===== src/common/fwm_pkg.sv =====
// Constants shared by the fieldbus fault and warning monitor
package fwm_pkg;
  localparam int CLK_PERIOD_NS = 100;
  // Half period of the link-error blink, in milliseconds
  localparam int BLINK_HALF_MS = 250;
  localparam int BLINK_HALF_CYC = BLINK_HALF_MS * 1000000 / CLK_PERIOD_NS;
  // Warm-up cycles before the switches are latched (one more than the two-stage synchroniser depth)
  localparam logic [1:0] STRAP_WAIT = 2'h3;
  // Switch limits
  localparam logic [3:0] BAUD_MAX = 4'h4;
  localparam logic [6:0] STN_MIN = 7'h01;
  localparam logic [6:0] STN_MAX = 7'h40;
  localparam logic [3:0] BCD_MAX = 4'h9;
  // Warning and alarm codes
  localparam logic [7:0] WCODE_ERR = 8'h84;
  localparam logic [7:0] WCODE_TMO = 8'h85;
  localparam logic [7:0] ACODE_ERR = 8'h84;
  localparam logic [1:0] ERR_LIMIT = 2'h3;
  localparam int HIST_DEPTH = 10;
  // Register byte offsets
  localparam logic [7:0] OFS_CTRL = 8'h00;
  localparam logic [7:0] OFS_STATUS = 8'h04;
  localparam logic [7:0] OFS_HCNT = 8'h08;
  localparam logic [7:0] OFS_SWITCH = 8'h0c;
  localparam logic [7:0] OFS_ALARM = 8'h10;
  localparam logic [7:0] OFS_HIST0 = 8'h20;
  // Control fields
  localparam int CTRL_HCLR_BIT = 0;
  localparam int CTRL_INHIBIT_BIT = 1;
  localparam logic [31:0] CTRL_RESET = 32'h0000_0000;
  // Status fields
  localparam int ST_WARN = 0;
  localparam int ST_ALARM = 1;
  localparam int ST_STOP = 2;
  localparam int ST_RUN = 3;
  localparam int ST_LERR = 4;
  localparam int ST_SETERR = 5;
  localparam int ST_MISMATCH = 6;
  localparam int ST_DISC = 7;
  localparam int ST_W84 = 8;
  localparam int ST_W85 = 9;
  // Pin vector layout after the synchroniser
  localparam int PIN_W = 19;
  typedef enum logic [1:0] {
    FWM_LINK_IDLE = 2'b01,
    FWM_LINK_DEAD = 2'b10
  } fwm_ds_type;
endpackage : fwm_pkg


===== src/verilog/fwm_monitor.sv =====
// Fault, warning and link indicator supervision with AHB-Lite registers
// How it works
// - Any upstream fieldbus error stops all motors until it clears.
// - Controller program halt while running stops motor operation.
// - Run indicator off on master halt, duplicate station, cable fault.
// - Baud switch above 4 is a setting error: run off, error lit.
// - Station switch outside 01..64 is a setting error on indicators.
// - Switch change while operating blinks the link-error indicator.
// - Fieldbus receive errors light the link-error indicator steadily.
// - Any warning sets the warning flag; motors keep running.
// - Warning and flag clear by themselves once the cause is gone.
// - Ten newest warning codes kept, newest first, readable, clearable.
// - History lives in flops only, so power loss empties it.
// - Downstream transaction error raises warning 84h.
// - Downstream response not complete in its cycle raises warning 85h.
// - Upstream link loss reports disconnected, raises no alarm itself.
// - Three consecutive downstream errors: alarm 84h, stop traffic.
// - Any alarm sets the alarm flag.
`timescale 1ns/1ps
module fwm_monitor #(
  parameter int BLINK_CYC = fwm_pkg::BLINK_HALF_CYC
) (
  input wire logic hclk,
  input wire logic hresetn,
  input wire logic ce,
  input wire logic hsel,
  input wire logic [31:0] haddr,
  input wire logic [1:0] htrans,
  input wire logic hwrite,
  input wire logic [2:0] hsize,
  input wire logic [31:0] hwdata,
  input wire logic hready,
  output logic [31:0] hrdata,
  output logic hreadyout,
  output logic hresp,
  input wire logic [3:0] baud_sw,
  input wire logic [3:0] stn_tens_sw,
  input wire logic [3:0] stn_ones_sw,
  input wire logic up_comm_err,
  input wire logic plc_halt,
  input wire logic sys_running,
  input wire logic master_halt,
  input wire logic dup_station,
  input wire logic cable_fault,
  input wire logic rx_err,
  input wire logic ds_ok,
  input wire logic ds_err,
  input wire logic ds_timeout,
  output logic motor_stop,
  output logic link_run_led,
  output logic link_err_led,
  output logic warning_flag,
  output logic alarm_flag,
  output logic link_disc,
  output logic rs485_stop
);
  // Pin synchroniser: first stage feeds only the second stage
  logic [fwm_pkg::PIN_W-1:0] pin_raw, pin_m_q, pin_s_q;
  assign pin_raw = {baud_sw, stn_tens_sw, stn_ones_sw, up_comm_err,
                    plc_halt, sys_running, master_halt, dup_station,
                    cable_fault, rx_err};
  always_ff @(posedge hclk or negedge hresetn) begin
    if (!hresetn) begin
      pin_m_q <= '0;
      pin_s_q <= '0;
    end else if (ce) begin
      pin_m_q <= pin_raw;
      pin_s_q <= pin_m_q;
    end
  end
  logic [11:0] sw_live;
  logic s_uperr, s_halt, s_run, s_mhalt, s_dup, s_cable, s_rxerr;
  assign sw_live = pin_s_q[18:7];
  assign {s_uperr, s_halt, s_run, s_mhalt, s_dup, s_cable, s_rxerr} =
    pin_s_q[6:0];

  function automatic logic stn_bad(input logic [7:0] bcd);
    logic [6:0] v;
    // Widen the tens digit first so the product cannot wrap at four bits
    v = 7'(bcd[7:4]) * 7'h0a + 7'(bcd[3:0]);
    stn_bad = (bcd[7:4] > fwm_pkg::BCD_MAX) ||
              (bcd[3:0] > fwm_pkg::BCD_MAX) ||
              (v < fwm_pkg::STN_MIN) || (v > fwm_pkg::STN_MAX);
  endfunction : stn_bad

  // Switch latch, setting check and blink
  logic [1:0] wait_q, wait_d;
  logic latched_q, latched_d;
  logic [11:0] sw_q, sw_d;
  logic [23:0] blink_cnt_q, blink_cnt_d;
  logic blink_q, blink_d;
  logic set_err, mismatch;
  assign set_err = latched_q && ((sw_q[11:8] > fwm_pkg::BAUD_MAX) ||
                   stn_bad(sw_q[7:0]));
  assign mismatch = latched_q && (sw_live != sw_q);
  always_comb begin
    wait_d = wait_q;
    latched_d = latched_q;
    sw_d = sw_q;
    blink_cnt_d = blink_cnt_q;
    blink_d = blink_q;
    if (!latched_q) begin
      if (wait_q == fwm_pkg::STRAP_WAIT) begin
        latched_d = 1'b1;
        sw_d = sw_live;
      end else begin
        wait_d = wait_q + 2'h1;
      end
    end
    if (blink_cnt_q >= 24'(BLINK_CYC - 1)) begin
      blink_cnt_d = '0;
      blink_d = ~blink_q;
    end else begin
      blink_cnt_d = blink_cnt_q + 24'h1;
    end
  end
  always_ff @(posedge hclk or negedge hresetn) begin
    if (!hresetn) begin
      wait_q <= '0;
      latched_q <= 1'b0;
      sw_q <= '0;
      blink_cnt_q <= '0;
      blink_q <= 1'b0;
    end else if (ce) begin
      wait_q <= wait_d;
      latched_q <= latched_d;
      sw_q <= sw_d;
      blink_cnt_q <= blink_cnt_d;
      blink_q <= blink_d;
    end
  end

  // Bus register state
  logic [31:0] ctrl_q, ctrl_d;
  logic hclr;

  // Downstream warnings, error run and alarm
  fwm_pkg::fwm_ds_type ds_q, ds_d;
  logic w84_q, w84_d, w85_q, w85_d;
  logic [1:0] run_q, run_d;
  logic [7:0] hist_q [fwm_pkg::HIST_DEPTH];
  logic [7:0] hist_d [fwm_pkg::HIST_DEPTH];
  logic [3:0] hcnt_q, hcnt_d;
  logic push;
  logic [7:0] push_code;
  logic ds_fail;
  assign ds_fail = ds_err || ds_timeout;
  always_comb begin
    ds_d = ds_q;
    w84_d = w84_q;
    w85_d = w85_q;
    run_d = run_q;
    push = 1'b0;
    push_code = fwm_pkg::WCODE_ERR;
    unique case (ds_q)
      fwm_pkg::FWM_LINK_IDLE: begin
        if (ds_ok) begin
          w84_d = 1'b0;
          w85_d = 1'b0;
          run_d = '0;
        end
        if (ds_err) w84_d = 1'b1;
        if (ds_timeout) w85_d = 1'b1;
        if (ds_err && !w84_q) begin
          push = 1'b1;
        end else if (ds_timeout && !w85_q) begin
          push = 1'b1;
          push_code = fwm_pkg::WCODE_TMO;
        end
        if (ds_fail) begin
          run_d = run_q + 2'h1;
          if (run_d == fwm_pkg::ERR_LIMIT) begin
            ds_d = fwm_pkg::FWM_LINK_DEAD;
            w84_d = 1'b0;
            w85_d = 1'b0;
          end
        end
      end
      // Only a power cycle leaves this state
      fwm_pkg::FWM_LINK_DEAD: ds_d = fwm_pkg::FWM_LINK_DEAD;
      default: ds_d = fwm_pkg::FWM_LINK_DEAD;
    endcase
    hcnt_d = hcnt_q;
    for (int i = 0; i < fwm_pkg::HIST_DEPTH; i++) hist_d[i] = hist_q[i];
    if (push) begin
      hist_d[0] = push_code;
      for (int i = 1; i < fwm_pkg::HIST_DEPTH; i++)
        hist_d[i] = hist_q[i-1];
      if (hcnt_q != 4'(fwm_pkg::HIST_DEPTH)) hcnt_d = hcnt_q + 4'h1;
    end else if (hclr) begin
      hcnt_d = '0;
      for (int i = 0; i < fwm_pkg::HIST_DEPTH; i++) hist_d[i] = '0;
    end
  end
  // History and counters reset to zero, ds_q to FWM_LINK_IDLE: contents vanish with power
  always_ff @(posedge hclk or negedge hresetn) begin
    if (!hresetn) begin
      ds_q <= fwm_pkg::FWM_LINK_IDLE;
      w84_q <= 1'b0;
      w85_q <= 1'b0;
      run_q <= '0;
      hcnt_q <= '0;
      for (int i = 0; i < fwm_pkg::HIST_DEPTH; i++) hist_q[i] <= '0;
    end else if (ce) begin
      ds_q <= ds_d;
      w84_q <= w84_d;
      w85_q <= w85_d;
      run_q <= run_d;
      hcnt_q <= hcnt_d;
      for (int i = 0; i < fwm_pkg::HIST_DEPTH; i++) hist_q[i] <= hist_d[i];
    end
  end

  // Indicator and flag outputs, registered
  logic [6:0] out_d, out_q;
  logic link_lost;
  assign link_lost = s_mhalt || s_cable;
  always_comb begin
    out_d[0] = s_uperr || (s_halt && s_run) ||
               ctrl_q[fwm_pkg::CTRL_INHIBIT_BIT];
    out_d[1] = !(s_mhalt || s_dup || s_cable ||
                 set_err || s_uperr);
    if (set_err || s_rxerr) out_d[2] = 1'b1;
    else out_d[2] = mismatch && blink_q;
    out_d[3] = w84_q || w85_q;
    out_d[4] = (ds_q == fwm_pkg::FWM_LINK_DEAD);
    out_d[5] = link_lost;
    out_d[6] = (ds_q == fwm_pkg::FWM_LINK_DEAD);
  end
  always_ff @(posedge hclk or negedge hresetn) begin
    if (!hresetn) out_q <= '0;
    else if (ce) out_q <= out_d;
  end
  assign {rs485_stop, link_disc, alarm_flag, warning_flag, link_err_led,
          link_run_led, motor_stop} = out_q;

  // AHB-Lite slave, zero wait states
  logic wr_q, wr_d;
  logic [7:0] wa_q, wa_d;
  logic [31:0] rd_q, rd_d, status;
  logic take;
  assign take = hsel && htrans[1] && hready;
  assign status = {22'h0, w85_q, w84_q, link_disc, mismatch, set_err,
                   link_err_led, link_run_led, motor_stop, alarm_flag,
                   warning_flag};
  assign hclr = wr_q && (wa_q == fwm_pkg::OFS_CTRL) &&
                hwdata[fwm_pkg::CTRL_HCLR_BIT];
  always_comb begin
    wr_d = take && hwrite;
    wa_d = take ? {haddr[7:2], 2'h0} : wa_q;
    rd_d = '0;
    ctrl_d = ctrl_q;
    if (wr_q && wa_q == fwm_pkg::OFS_CTRL) begin
      ctrl_d = hwdata;
      ctrl_d[fwm_pkg::CTRL_HCLR_BIT] = 1'b0;
      ctrl_d[31:2] = '0;
    end
    if (take && !hwrite) begin
      unique case (1'b1)
        haddr[7:0] == fwm_pkg::OFS_CTRL: rd_d = ctrl_q;
        haddr[7:0] == fwm_pkg::OFS_STATUS: rd_d = status;
        haddr[7:0] == fwm_pkg::OFS_HCNT: rd_d = {28'h0, hcnt_q};
        haddr[7:0] == fwm_pkg::OFS_SWITCH: rd_d = {20'h0, sw_q};
        haddr[7:0] == fwm_pkg::OFS_ALARM:
          rd_d = alarm_flag ? {24'h0, fwm_pkg::ACODE_ERR} : '0;
        default: begin
          for (int i = 0; i < fwm_pkg::HIST_DEPTH; i++)
            if (haddr[7:0] == fwm_pkg::OFS_HIST0 + 8'(4 * i))
              rd_d = {24'h0, hist_q[i]};
        end
      endcase
    end
  end
  always_ff @(posedge hclk or negedge hresetn) begin
    if (!hresetn) begin
      wr_q <= 1'b0;
      wa_q <= '0;
      rd_q <= '0;
      ctrl_q <= fwm_pkg::CTRL_RESET;
    end else if (ce) begin
      wr_q <= wr_d;
      wa_q <= wa_d;
      rd_q <= rd_d;
      ctrl_q <= ctrl_d;
    end
  end
  assign hrdata = rd_q;
  assign hreadyout = 1'b1;
  assign hresp = 1'b0;
endmodule : fwm_monitor


===== config.mk =====
export PLATFORM = sky130hd
export DESIGN_NAME = fwm_monitor
export DESIGN_NICKNAME = d
export VERILOG_FILES = /design/src/common/fwm_pkg.sv /design/src/verilog/fwm_monitor.sv
export SDC_FILE = /design/constraint.sdc
export NUM_CORES = 1
export LEC_CHECK = 0
export ABC_AREA = 1
export BUFFER_PORTS_ARGS = -buffer_cell sky130_fd_sc_hd__buf_4
export CORE_MARGIN = 2
export CORE_UTILIZATION = 50
export DETAILED_ROUTE_END_ITERATION = 6
export PLACE_DENSITY_LB_ADDON = 0.3
export SYNTH_ARGS = -nofsm -noshare
export SYNTH_HDL_FRONTEND = slang
export SYNTH_SLANG_ARGS = --single-unit
export TNS_END_PERCENT = 20

===== constraint.sdc =====
create_clock -name hclk -period 4.42 [get_ports hclk]
set_input_delay 0.663 -clock hclk [delete_from_list [all_inputs] [get_ports hclk]]
set_output_delay 0.663 -clock hclk [all_outputs]
set_load 0.03 [all_outputs]

# == Word level (Yosys, flattened, before mapping) ==
# Cells that the tools add are included.
# Widths: inputs -> output; s select.
# classes
n_div,0
addsub,5
reduce_logical,44
eq_ne,23
n_mul,1
magnitude_cmp,6
n_bitwise,3
shifts,0
mux,41
# op_table
operator,count
$mux 32,10
$mux 80,2
$pmux 32 s5,1
$eq 8x6->1 const B,8
$mux 8,4
$add 24x1->24 const B,1
$ge 24x22->1 const B,1
$mux 24,1
$eq 8x4->1 const B,2
$eq 8x7->1 const B,2
$logic_not 8->1,2
$mux 1,15
$reduce_and 3->1,5
$logic_or 1x1->1,14
$logic_and 1x1->1,12
$mux 4,3
$ne 12x12->1,1
$mux 2,5
$reduce_and 2->1,5
$eq 8x3->1 const B,1
$eq 8x5->1 const B,1
$gt 4x4->1 const B,2
$add 7x4->7,1
$gt 7x7->1 const B,1
other kinds (13),23
# word_totals
out_inout_bits,41
elab_cells,150
rom_bits,0
ff_bits,215
memories,0
latch_bits,0
mem_bits_rw,0

# == Depth between registers and ports, before layout ==
# Gate-level depths: netlist of run 1.
# depth
word_depth,13
ltp_mapped,14
ltp_nobuf,14

# == Worst setup path before layout of run 1 ==
# OpenSTA, ideal clock, no wires.
# synth_timing
path_type,register -> register
from,register sw_q[5]
to,register out_q[1]
t_arrival_ps,2020
n_path_buf,0
setup_ps,133
path_slack_ps,2267
synth_period_minus_slack_ps,2153
t_required_ps,4287
stages_incl_launch_ff,12
cell_sequence,dfrtp_1 ha_1 ha_1 fa_1 nand3_1 xor2_1 inv_1 nand2_1 nand3_1 nand2_1 nand2_1 o21ai_0
# synth_via
elab_chain_len,10
# synth_rtl
item,line_no,text
from (decl),fwm_monitor.sv:89,"logic [11:0] sw_q, sw_d;"
from (signal assigned),fwm_monitor.sv:127,sw_q <= sw_d;
$mul 4x3->6,fwm_monitor.sv:80,v = 7'(bcd[7:4]) * 7'h0a + 7'(bcd[3:0]);
$add 7x4->7,fwm_monitor.sv:80,
$lt 7x1->1,fwm_monitor.sv:83,(v < fwm_pkg::STN_MIN) || (v > fwm_pkg::STN_MAX);
$logic_or 1x1->1,fwm_monitor.sv:82,(bcd[3:0] > fwm_pkg::BCD_MAX) ||
$logic_or 1x1->1 (*),fwm_monitor.sv:83,
$logic_or 1x1->1 (*),fwm_monitor.sv:93,assign set_err = latched_q && ((sw_q[11:8] > fwm_pkg::BAUD_MAX) ||
$logic_and 1x1->1 (*),fwm_monitor.sv:93,
$logic_or 1x1->1 (*),fwm_monitor.sv:221,out_d[1] = !(s_mhalt || s_dup || s_cable ||
$logic_or 1x1->1 (*),fwm_monitor.sv:222,set_err || s_uperr);
$logic_not 1->1 (*),fwm_monitor.sv:221,
to (signal assigned),fwm_monitor.sv:232,else if (ce) out_q <= out_d;
to (decl),fwm_monitor.sv:215,"logic [6:0] out_d, out_q;"
# Every way passes the cells marked *; elsewhere a longest branch is shown, timed or not.
# A chain may end at the register's enable or synchronous reset.

# == Worst setup path in the final report of run 1 ==
# Ends and elaborated chain as after synthesis.

==> impl_metrics.csv, run 1 <==
group,metric,value,unit
detailed_routing,route.detailed.drc,0,
placed_design,dpl_worst_slack,1617,ps
grt,grtUsageTotal,21.13,%
cells_and_area,areaGrowthSynthToFinish,16.58,%
sta,max_freq,412.4,MHz
yosys,yosysTopAreaCellShare,49.54,%
critical_path,start_kind,"register",
power,powerDensity,431.7,nW/um^2
cts,h-tree-depth,4,
detailed_routing,ant_nets,0,
yosys,synth_cells,811,
floorplan,die_area,14380,um^2
critical_path,r2r_start,"sw_q[5]",
cts,post_cts_resized,0,
flow_run,cap_violations,0,
yosys,synth-seq-cells,134,
detailed_routing,wl_per_cell,13.36,um
critical_path,rr_worst_depth,11,
power,vdd_ir_drop_max,0.2436,mV
cts,cts_max_path_buffers,2,
grt,overflow,0,
critical_path,startpoint,"sw_q[5]",
sta,fin_crit_sh,54.85,%
cts,cts_tree,"built",
placed_design,hpwlAfterDp,9937,um
run_status,outcome,"finished clean",
critical_path,crit_type,"register to register",
critical_path,rr_endpoint,"out_q[1]",
cells_and_area,nets,977,
detailed_routing,viasPerCell,4.974,
yosys,synth_ff_type,"dfrtp_1",
cells_and_area,antenna_cells,0,
yosys,netlist_top_cells_area,"dfrtp_1 50%, nand2_1 12%, inv_1 5.4%, nand3_1 4.0%, nor2_1 3.8%",
critical_path,endpoint,"out_q[1]",
yosys,yosysWarningCount,0,
sta,maxSlewHeadroom,48.50,%
sta,layout_setup_ws,1995,ps
placed_design,routabilityCongestion,0.8628,
critical_path,crit_path_end_kind,"register",
cts,clk_pin_slew,50,ps
cells_and_area,mostFrequentLayoutCells,"207 x nand2_1, 133 x dfrtp_1, 96 x inv_1",
floorplan,die_h,119.9,um
power,totalPowerFinal,3.380,mW
critical_path,cp_data_arrival_time,2700,ps
sta,hold_viol_final,0,
floorplan,core,13190,um^2
yosys,synth_top_area_cell,"dfrtp_1",
yosys,ys_seq_area_share,49.93,%
cells_and_area,final_common_cell,"nand2_1",
sta,drv_slew,0,
grt,grt_pass1_wl,23930,um
yosys,synth.avg_cell_area,8.283,um^2
sta,hold-worst-slack,203.5,ps
cts,hold_buffers,0,
cells_and_area,utilization,59.37,%
critical_path,reg2reg_slack,2000,ps
placed_design,port_buffers,57,
detailed_routing,drt_wl_total,14110,um
grt,antenna_found_initial,0,
critical_path,worstPathMaxFanout,7,
power,p_leak,3.896,nW
yosys,synth-edff-count,0,
sta,fin_crit,2425,ps
cts,clkSinkCount,134,
floorplan,dieWidth,119.9,um
yosys,synthArstFlopShare,100.0,%
cts,cts_buffers,17,
yosys,syn_area,6718,um^2
detailed_routing,dr_total_vias,5253,
cts,postCtsSetupBuffers,0,
sta,fin_skew,6.787,ps
floorplan,initial_core_util,50.93,%
grt,grt_max_degree,57,
detailed_routing,drt_iter0_drc,410,
grt,grt_pass1_vias,5092,
detailed_routing,dr.pass1.iters,5,
cts,clock_latency,420,ps
critical_path,required,4700,ps
yosys,synth.distinct_cells,47,
worst_hold_path,hold_class,"input port to async pin",
floorplan,io_pins,138,
sta,fin_tns_setup,0,ps
sta,setup_viol,0,
cells_and_area,drive_above_1_share,13.75,%
sta,worst-slew-pin-transition,770.4,ps
sta,grt_setup_unrepaired,"no",
cts,clockRootBuffer,"clkbuf_16",
floorplan,num_rows,42,
-- Yosys cell counts, types with 2 or more instances --
| cell type | n |
|---|---|
| nand2_1 | 207 |
| dfrtp_1 | 133 |
| inv_1 | 96 |
| nor2_1 | 68 |
| nand3_1 | 54 |
| o21ai_0 | 50 |
| buf_4 | 24 |
| o22ai_1 | 23 |
| xor2_1 | 22 |
| a21oi_1 | 19 |
| clkbuf_1 | 16 |
| ha_1 | 11 |
| nand4_1 | 9 |
| nor3_1 | 9 |
| xnor2_1 | 8 |
| inv_2 | 7 |
| nor2_2 | 4 |
| a31oi_1 | 3 |
| nand2_2 | 3 |
| nor4_2 | 3 |
| o211ai_1 | 3 |
| o21ai_1 | 3 |
| or2_2 | 3 |
| a211oi_1 | 2 |
| a22oi_1 | 2 |
| and3_1 | 2 |
| buf_2 | 2 |
| conb_1 | 2 |
| fa_1 | 2 |
| nand3_2 | 2 |
| nor4_1 | 2 |
| o21a_1 | 2 |
-- cells by family after synthesis --
family / synth area share (%)
buffers and inverters: 9.797
muxes: 0.1676
xor gates and xnor gates: 3.911
other: 0.1118
AOI/OAI and AO/OA: 9.536
adders and majority gates: 2.645
and+or+nand+nor: 23.90
DFF: 49.93
-- how the worst min path moves through the flow --
| stage | to | from | cells after the start |
|---|---|---|---|
| 6_report | wa_q[4] | hresetn | 1 |
| 5_1_grt | hist_q[2] | hresetn | 1 |
| 4_1_cts | wa_q[4] | hresetn | 1 |
| 3_5_place_dp | pin_m_q[8] | pin_m_q[8] | 2 |
| 3_3_place_gp | pin_m_q[8] | pin_m_q[8] | 2 |
| 2_1_floorplan | blink_cnt_q[0] | hresetn | 0 |
-- worst max-delay path, stage by stage, from the launching register on --
cell	delay, ps
dfrtp_1	480
ha_1	340
ha_1	220
fa_1	520
nand3_1	110
xor2_1	170
inv_1	60
nand2_1	50
nand3_1	100
nand2_1	90
nand2_1	70
o21ai_0	80
-- power by group --
| group | leakage [nW] | total (mW) | internal (mW) | switching (mW) |
|---|---|---|---|---|
| sequential | 1.68 | 1.50 | 1.39 | 0.109 |
| combinational | 1.92 | 0.419 | 0.151 | 0.268 |
| clock | 0.303 | 1.46 | 0.961 | 0.499 |
| total | 3.90 | 3.38 | 2.50 | 0.876 |
-- per-stage QoR --
step	cells	area [um^2]
3_5_place_dp	1024	7209
5_1_grt	1056	7831
4_1_cts	1056	7831
6_report	1056	7831
3_3_place_gp	1024	7209
2_1_floorplan	831	6793
-- metal layers --
layer / global-route usage (%) / share of wire (%)
met1: 28.20 / 47
met2: 33.66 / 48
met3: 4.705 / 3.4
met5: 0 / 0
met4: 8.309 / 2.0
-- layout make-up --
type / count / area (um^2)
Tap cell: 176 / 220.2
Timing Repair Buffer: 61 / 461.7
Sequential cell: 134 / 3354
Inverter: 104 / 392.9
Multi-Input combinational cell: 549 / 2780
Clock inverter: 7 / 116.4
Clock buffer: 25 / 505.5
Fill cell: 1176 / 5359
-- registers in the layout (all words and copies together), names as in the netlist, 4 cells and up --
name / count
pin_s_q: 19
pin_m_q: 19
hrdata: 12
wa_q: 6
sw_q: 12
out_q: 6
blink_cnt_q: 24
hcnt_q: 4
hist_q: 20
(Power assumes the default switching activity.)
==> inputs of run 2 (changes only) <==
- clock period: 4.42 -> 2.1 ns (I/O delays scaled with it)
==> run 2 against run 1 <==
Effect of this change:
- the run now ends with negative setup slack left
- clock-buffer cell count is 1 lower
- setup slack worse by 2100 ps
- cell area is 2.8% higher
- die area stayed put
- routed wire length is 6.5% higher
- register-to-register slack worse by 2100 ps
- combinational power is 120% higher
- cell count is 1.5% higher
- non-clock buffer count is 16 higher
- critical path depth stayed put
- maximum frequency is 11% higher
- first-iteration DRC count is 9.5% lower
==> impl_metrics.csv, run 2 (synthesis results as in run 1) <==
group,metric,value,unit
run_status,outcome,"complete, but fails checks",
run_status,violations,"negative setup slack",
critical_path,critPathSlowestCell,"fa_1",
detailed_routing,dr.pass1.iters,5,
cells_and_area,reg.largest.list,"blink_cnt_q: 24 flops, hist_q: 20 flops",
grt,overflow,0,
cts,cts_max_path_buffers,2,
sta,layout_setup_ws,-80.33,ps
cells_and_area,areaGrowthSynthToFinish,19.82,%
placed_design,port_buffers,57,
placed_design,routabilityCongestion,0.8510,
sta,fin_crit,2180,ps
grt,met1_usage,29.71,%
sta,grt_setup_unrepaired,"yes",
power,p_leak,3.984,nW
detailed_routing,wl_per_cell,14.01,um
floorplan,num_rows,42,
cts,clock_latency,420,ps
sta,fin_crit_sh,103.8,%
cells_and_area,utilization,61.02,%
detailed_routing,drt_wl_total,15020,um
cts,clk_pin_slew,60,ps
critical_path,cp_data_arrival_time,2520,ps
sta,fin_tns_setup,-228.6,ps
critical_path,crit_family,"adder cells",
detailed_routing,dr_total_vias,5489,
cts,h-tree-depth,4,
detailed_routing,ant_nets,0,
cts,cts_tree,"built",
grt,grtUsageTotal,22.07,%
floorplan,core,13190,um^2
cells_and_area,antenna_cells,0,
cts,clkSinkCount,134,
placed_design,hpwlAfterDp,10410,um
floorplan,initial_core_util,50.93,%
cells_and_area,mostFrequentLayoutCells,"205 x nand2_1, 133 x dfrtp_1, 96 x inv_1",
cells_and_area,top_register,"blink_cnt_q",
sta,maxSlewHeadroom,56.61,%
grt,grt_use_met3,5.989,%
grt,grt-busiest-layer,"met2",
critical_path,critical_path_buf_inv_count,1,
cells_and_area,drive_above_1_share,16.18,%
power,vdd_ir_drop_max,0.5193,mV
critical_path,crit_path_end_kind,"register",
grt,grt_pass1_wl,24740,um
cts,cts_buffers,17,
floorplan,die_h,119.9,um
sta,hold_viol_final,0,
floorplan,dieWidth,119.9,um
cts,clockRootBuffer,"clkbuf_16",
grt,grt_pass1_vias,5219,
detailed_routing,drt_iter0_drc,371,
sta,max_freq,458.6,MHz
sta,drv_slew,0,
cells_and_area,largest_reg_flops,24,
floorplan,io_pins,138,
cells_and_area,fillCellCount,1162,
sta,worst-slew-pin-transition,644.9,ps
placed_design,dpl_worst_slack,-90.51,ps
grt,grt_max_degree,71,
sta,fin_skew,9.515,ps
critical_path,crit_type,"register to register",
grt,grtUsageMet2,34.30,%
worst_hold_path,hold_class,"input port to register",
critical_path,start_kind,"register",
critical_path,worstPathMaxFanout,2,
cells_and_area,final_common_cell,"nand2_1",
floorplan,die_area,14380,um^2
critical_path,required,2440,ps
critical_path,slowest_delay,550,ps
critical_path,crit_chain,"ha_4 -> ha_4 -> fa_1 -> nand3_1 -> xor2_1 -> inv_1 -> nand2_1 -> nand3_2 -> nand2_2 -> nand2_2 -> o21ai_1",
cts,postCtsSetupBuffers,0,
grt,antenna_found_initial,0,
power,powerDensity,900.8,nW/um^2
sta,hold-worst-slack,91.42,ps
placed_design,dp.cells,1039,
flow_run,cap_violations,0,
cells_and_area,final_cells,1072,
sta,setup_viol,3,
detailed_routing,viasPerCell,5.120,
detailed_routing,route.detailed.drc,0,
cells_and_area,nets,993,
==> run 2: changes by cell type in the layout (fill, tap and decap cells not counted), moves of 2 or more <==
cell / change
ha_1: -5
buf_4: +13
ha_4: +3
nand2_1: -2
nand2_2: +2
buf_12: +2
ha_2: +2
==> run 2: final cells by class <==
type	instances	area, um^2	area share (%)
well taps	176	220.2	2.736
clock inverters	8	143.9	1.788
clock buffers	24	491.7	6.109
multi-input cells	549	2836	35.24
flip-flops and latches	134	3354	41.68
repair buffers	77	609.3	7.570
inverters	104	392.9	4.881
==> run 2: worst reg2reg max path: stages (launching register included) <==
cell,delay (ps)
dfrtp_1,410
ha_4,260
ha_4,160
fa_1,550
nand3_1,100
xor2_1,200
inv_1,60
nand2_1,80
nand3_2,90
nand2_2,80
nand2_2,50
o21ai_1,70
==> run 2: routing by layer <==
metal	up-vias	wire length (um)
met1	2602	6907
met2	154	7006
li1	2701	-
met5	-	0
met3	32	804
met4	0	306
==> run 2: worst paths after layout <==
kind                                startpoint              end  slack [ps]  depth (start not counted)
worst max-delay path                   sw_q[7]         out_q[1]         -80                         11
worst min-delay path            stn_ones_sw[2]       pin_m_q[9]          90                          3
worst max register to register         sw_q[7]         out_q[1]         -80                         11
worst min register to register      pin_s_q[5]       pin_s_q[5]         470                          2
max in group asynchronous              hresetn         sw_q[10]        1080                          3
min in group asynchronous              hresetn  blink_cnt_q[11]         420                          2
==> run 2: report_power, final <==
group,total (mW),internal (mW),switching [mW]
logic,0.910,0.330,0.580
registers,3.17,2.93,0.242
clock network,3.17,2.11,1.06
total,7.25,5.37,1.88
==> run 2: per-stage QoR <==
step / power [mW] / instance area (um^2)
final: 7.250 / 8049
after global routing: 7.601 / 8049
after CTS: 7.315 / 8003
after detailed placement: 4.111 / 7350
after global placement: 4.068 / 7350
after floorplan: 3.792 / 6795
==> run 2: repair_timing <==
| item | in CTS | in global routing |
|---|---|---|
| cloned | 0 | 0 |
| endpoints found under the hold margin | 49 | 0 |
| resized for setup | 2 | 7 |
| pin swaps | 3 | 6 |
| hold buffers | 1 | 0 |
| setup endpoints to repair | 3 | 3 |
==> inputs of run 3 (changes only) <==
- clock period: 2.1 -> 1.9 ns (I/O delays scaled with it)
==> run 3 against run 2 <==
Effect of this change:
- the run still ends with negative setup slack left
- first-iteration DRC count up 5.9%
- global-route usage fell by 0.070 points
- largest power group unchanged
- cell area fell by 0.16%
- clock skew down 3.1 ps
- combinational power is 9.5% higher
==> impl_metrics.csv, run 3 (synthesis results as in run 1) <==
group,metric,value,unit
run_status,outcome,"complete, but fails checks",
power,p_leak,4.012,nW
critical_path,crit_family,"adder cells",
placed_design,port_buffers,57,
detailed_routing,drt_wl_total,14600,um
cells_and_area,reg.largest.list,"blink_cnt_q: 24 flops, hist_q: 20 flops",
cts,clockRootBuffer,"clkbuf_16",
placed_design,routabilityCongestion,0.8421,
floorplan,die_h,119.9,um
critical_path,cp_data_arrival_time,2470,ps
sta,fin_crit_sh,114.3,%
floorplan,die_area,14380,um^2
critical_path,required,2200,ps
detailed_routing,drt_iter0_drc,393,
critical_path,crit_type,"register to register",
critical_path,rr_worst_depth,11,
detailed_routing,wl_per_cell,13.53,um
flow_run,cap_violations,0,
cts,clkSinkCount,134,
run_status,violations,"negative setup slack",
floorplan,core,13190,um^2
floorplan,initial_core_util,50.93,%
critical_path,cpMostUsedCell,"nand2_1",
sta,fin_crit,2171,ps
grt,grtUsageTotal,22.00,%
critical_path,reg2reg_slack,-270,ps
critical_path,r2r_start,"sw_q[5]",
grt,grt_pass1_wl,25060,um
detailed_routing,ant_nets,0,
critical_path,rr_endpoint,"out_q[1]",
critical_path,critPathSlowestCell,"fa_1",
grt,overflow,0,
critical_path,slowest_delay,530,ps
cells_and_area,antenna_cells,0,
sta,fin_skew,6.452,ps
critical_path,crit_chain,"ha_1 -> ha_2 -> fa_1 -> nand3_2 -> xor2_2 -> inv_1 -> nand2_1 -> nand3_2 -> nand2_1 -> nand2_1 -> o21ai_1",
detailed_routing,dr_total_vias,5512,
worst_hold_path,worstHoldStart,"plc_halt",
floorplan,dieWidth,119.9,um
cells_and_area,fillCellCount,1178,
grt,grt_pass1_vias,5343,
cells_and_area,mostFrequentLayoutCells,"206 x nand2_1, 133 x dfrtp_1, 96 x inv_1",
cells_and_area,largest_reg_flops,24,
sta,hold_viol_final,0,
critical_path,worstPathMaxFanout,2,
cells_and_area,final_common_cell,"nand2_1",
power,totalPowerFinal,7.749,mW
floorplan,io_pins,138,
cts,clk_pin_slew,60,ps
cts,h-tree-depth,4,
detailed_routing,route.detailed.drc,0,
cells_and_area,areaGrowthSynthToFinish,19.63,%
critical_path,start_kind,"register",
detailed_routing,dr.pass1.iters,7,
cts,cts_buffers,17,
grt,antenna_found_initial,0,
sta,max_freq,460.6,MHz
power,powerDensity,964.2,nW/um^2
critical_path,critical_path_buf_inv_count,1,
worst_hold_path,hold_class,"input port to register",
cts,cts_tree,"built",
worst_hold_path,whs_path_depth,3,
cts,cts_max_path_buffers,2,
cells_and_area,top_register,"blink_cnt_q",
grt,grt_max_degree,57,
cells_and_area,final_cells,1079,
worst_hold_path,min_to,"pin_m_q[5]",
floorplan,num_rows,42,
cells_and_area,nets,1001,
detailed_routing,viasPerCell,5.108,
power,vdd_ir_drop_max,0.5444,mV
critical_path,crit_path_end_kind,"register",
sta,layout_setup_ws,-271.0,ps
sta,grt_setup_unrepaired,"yes",
placed_design,dp.cells,1046,
cts,clock_latency,410,ps
sta,drv_slew,0,
placed_design,hpwlAfterDp,10520,um
cells_and_area,drive_above_1_share,16.94,%
sta,setup_viol,3,
sta,hold-worst-slack,68.14,ps
run 3: timing repair:
item / in CTS / in global routing
cloned: 0 / 0
hold buffers: 1 / 0
pin swaps: 3 / 0
hold endpoints to repair: 34 / 0
endpoints found under the setup margin: 3 / 21
setup buffers: 1 / 0
resized for setup: 1 / 8
run 3: worst max-delay path by stage:
stage	start	depth (start not counted)	end	slack (ps)
detailed placement	sw_q[7]	10	out_q[1]	-280
CTS	sw_q[5]	10	out_q[1]	-250
floorplan	sw_q[7]	10	out_q[1]	-210
global route	sw_q[5]	11	out_q[1]	-410
global placement	sw_q[7]	10	out_q[1]	-210
finish	sw_q[5]	11	out_q[1]	-270
run 3: worst reg2reg max path, delay by kind of cell, from the launching register on:
family | cells | cell delay (ps)
XOR/XNOR | 1 | 160
adder cells (fa/ha/maj) | 3 | 1020
AND/OR/NAND/NOR | 5 | 360
AO/OA/AOI/OAI | 1 | 50
buffers and inverters | 1 | 50
flip-flops | 1 | 400
run 3: cell type report:
| type | instances | area (um^2) | share of cell area, % |
|---|---|---|---|
| Clock buffer | 23 | 498.0 | 6.196 |
| Clock inverter | 8 | 96.34 | 1.199 |
| Inverter | 104 | 395.4 | 4.920 |
| Multi-Input combinational cell | 549 | 2815 | 35.03 |
| Sequential cell | 134 | 3354 | 41.74 |
| Tap cell | 176 | 220.2 | 2.740 |
| Timing Repair Buffer | 85 | 656.9 | 8.174 |
run 3: layer usage:
| layer | GRT usage [%] | wire length (um) | up-vias |
|---|---|---|---|
| met3 | 4.230 | 850 | 27 |
| li1 | - | - | 2724 |
| met4 | 8.529 | 327 | 0 |
| met5 | 0 | 0 | - |
| met2 | 34.62 | 6730 | 154 |
| met1 | 30.25 | 6689 | 2607 |
run 3: through the flow:
stage	TNS (ps)	setup slack, ps	instance area [um^2]	util (%)
2_1_floorplan	-588.7	-212.3	6795	-
3_3_place_gp	-603.7	-212.9	7390	56.02
3_5_place_dp	-819.0	-282.7	7390	56.02
4_1_cts	-718.7	-251.2	8006	60.70
5_1_grt	-1165	-405.5	8036	60.93
6_report	-750.9	-271.0	8036	60.93
run 3: power by group:
group	internal [mW]	switching (mW)
logic	0.365	0.631
clock network	2.09	1.17
registers	3.24	0.257
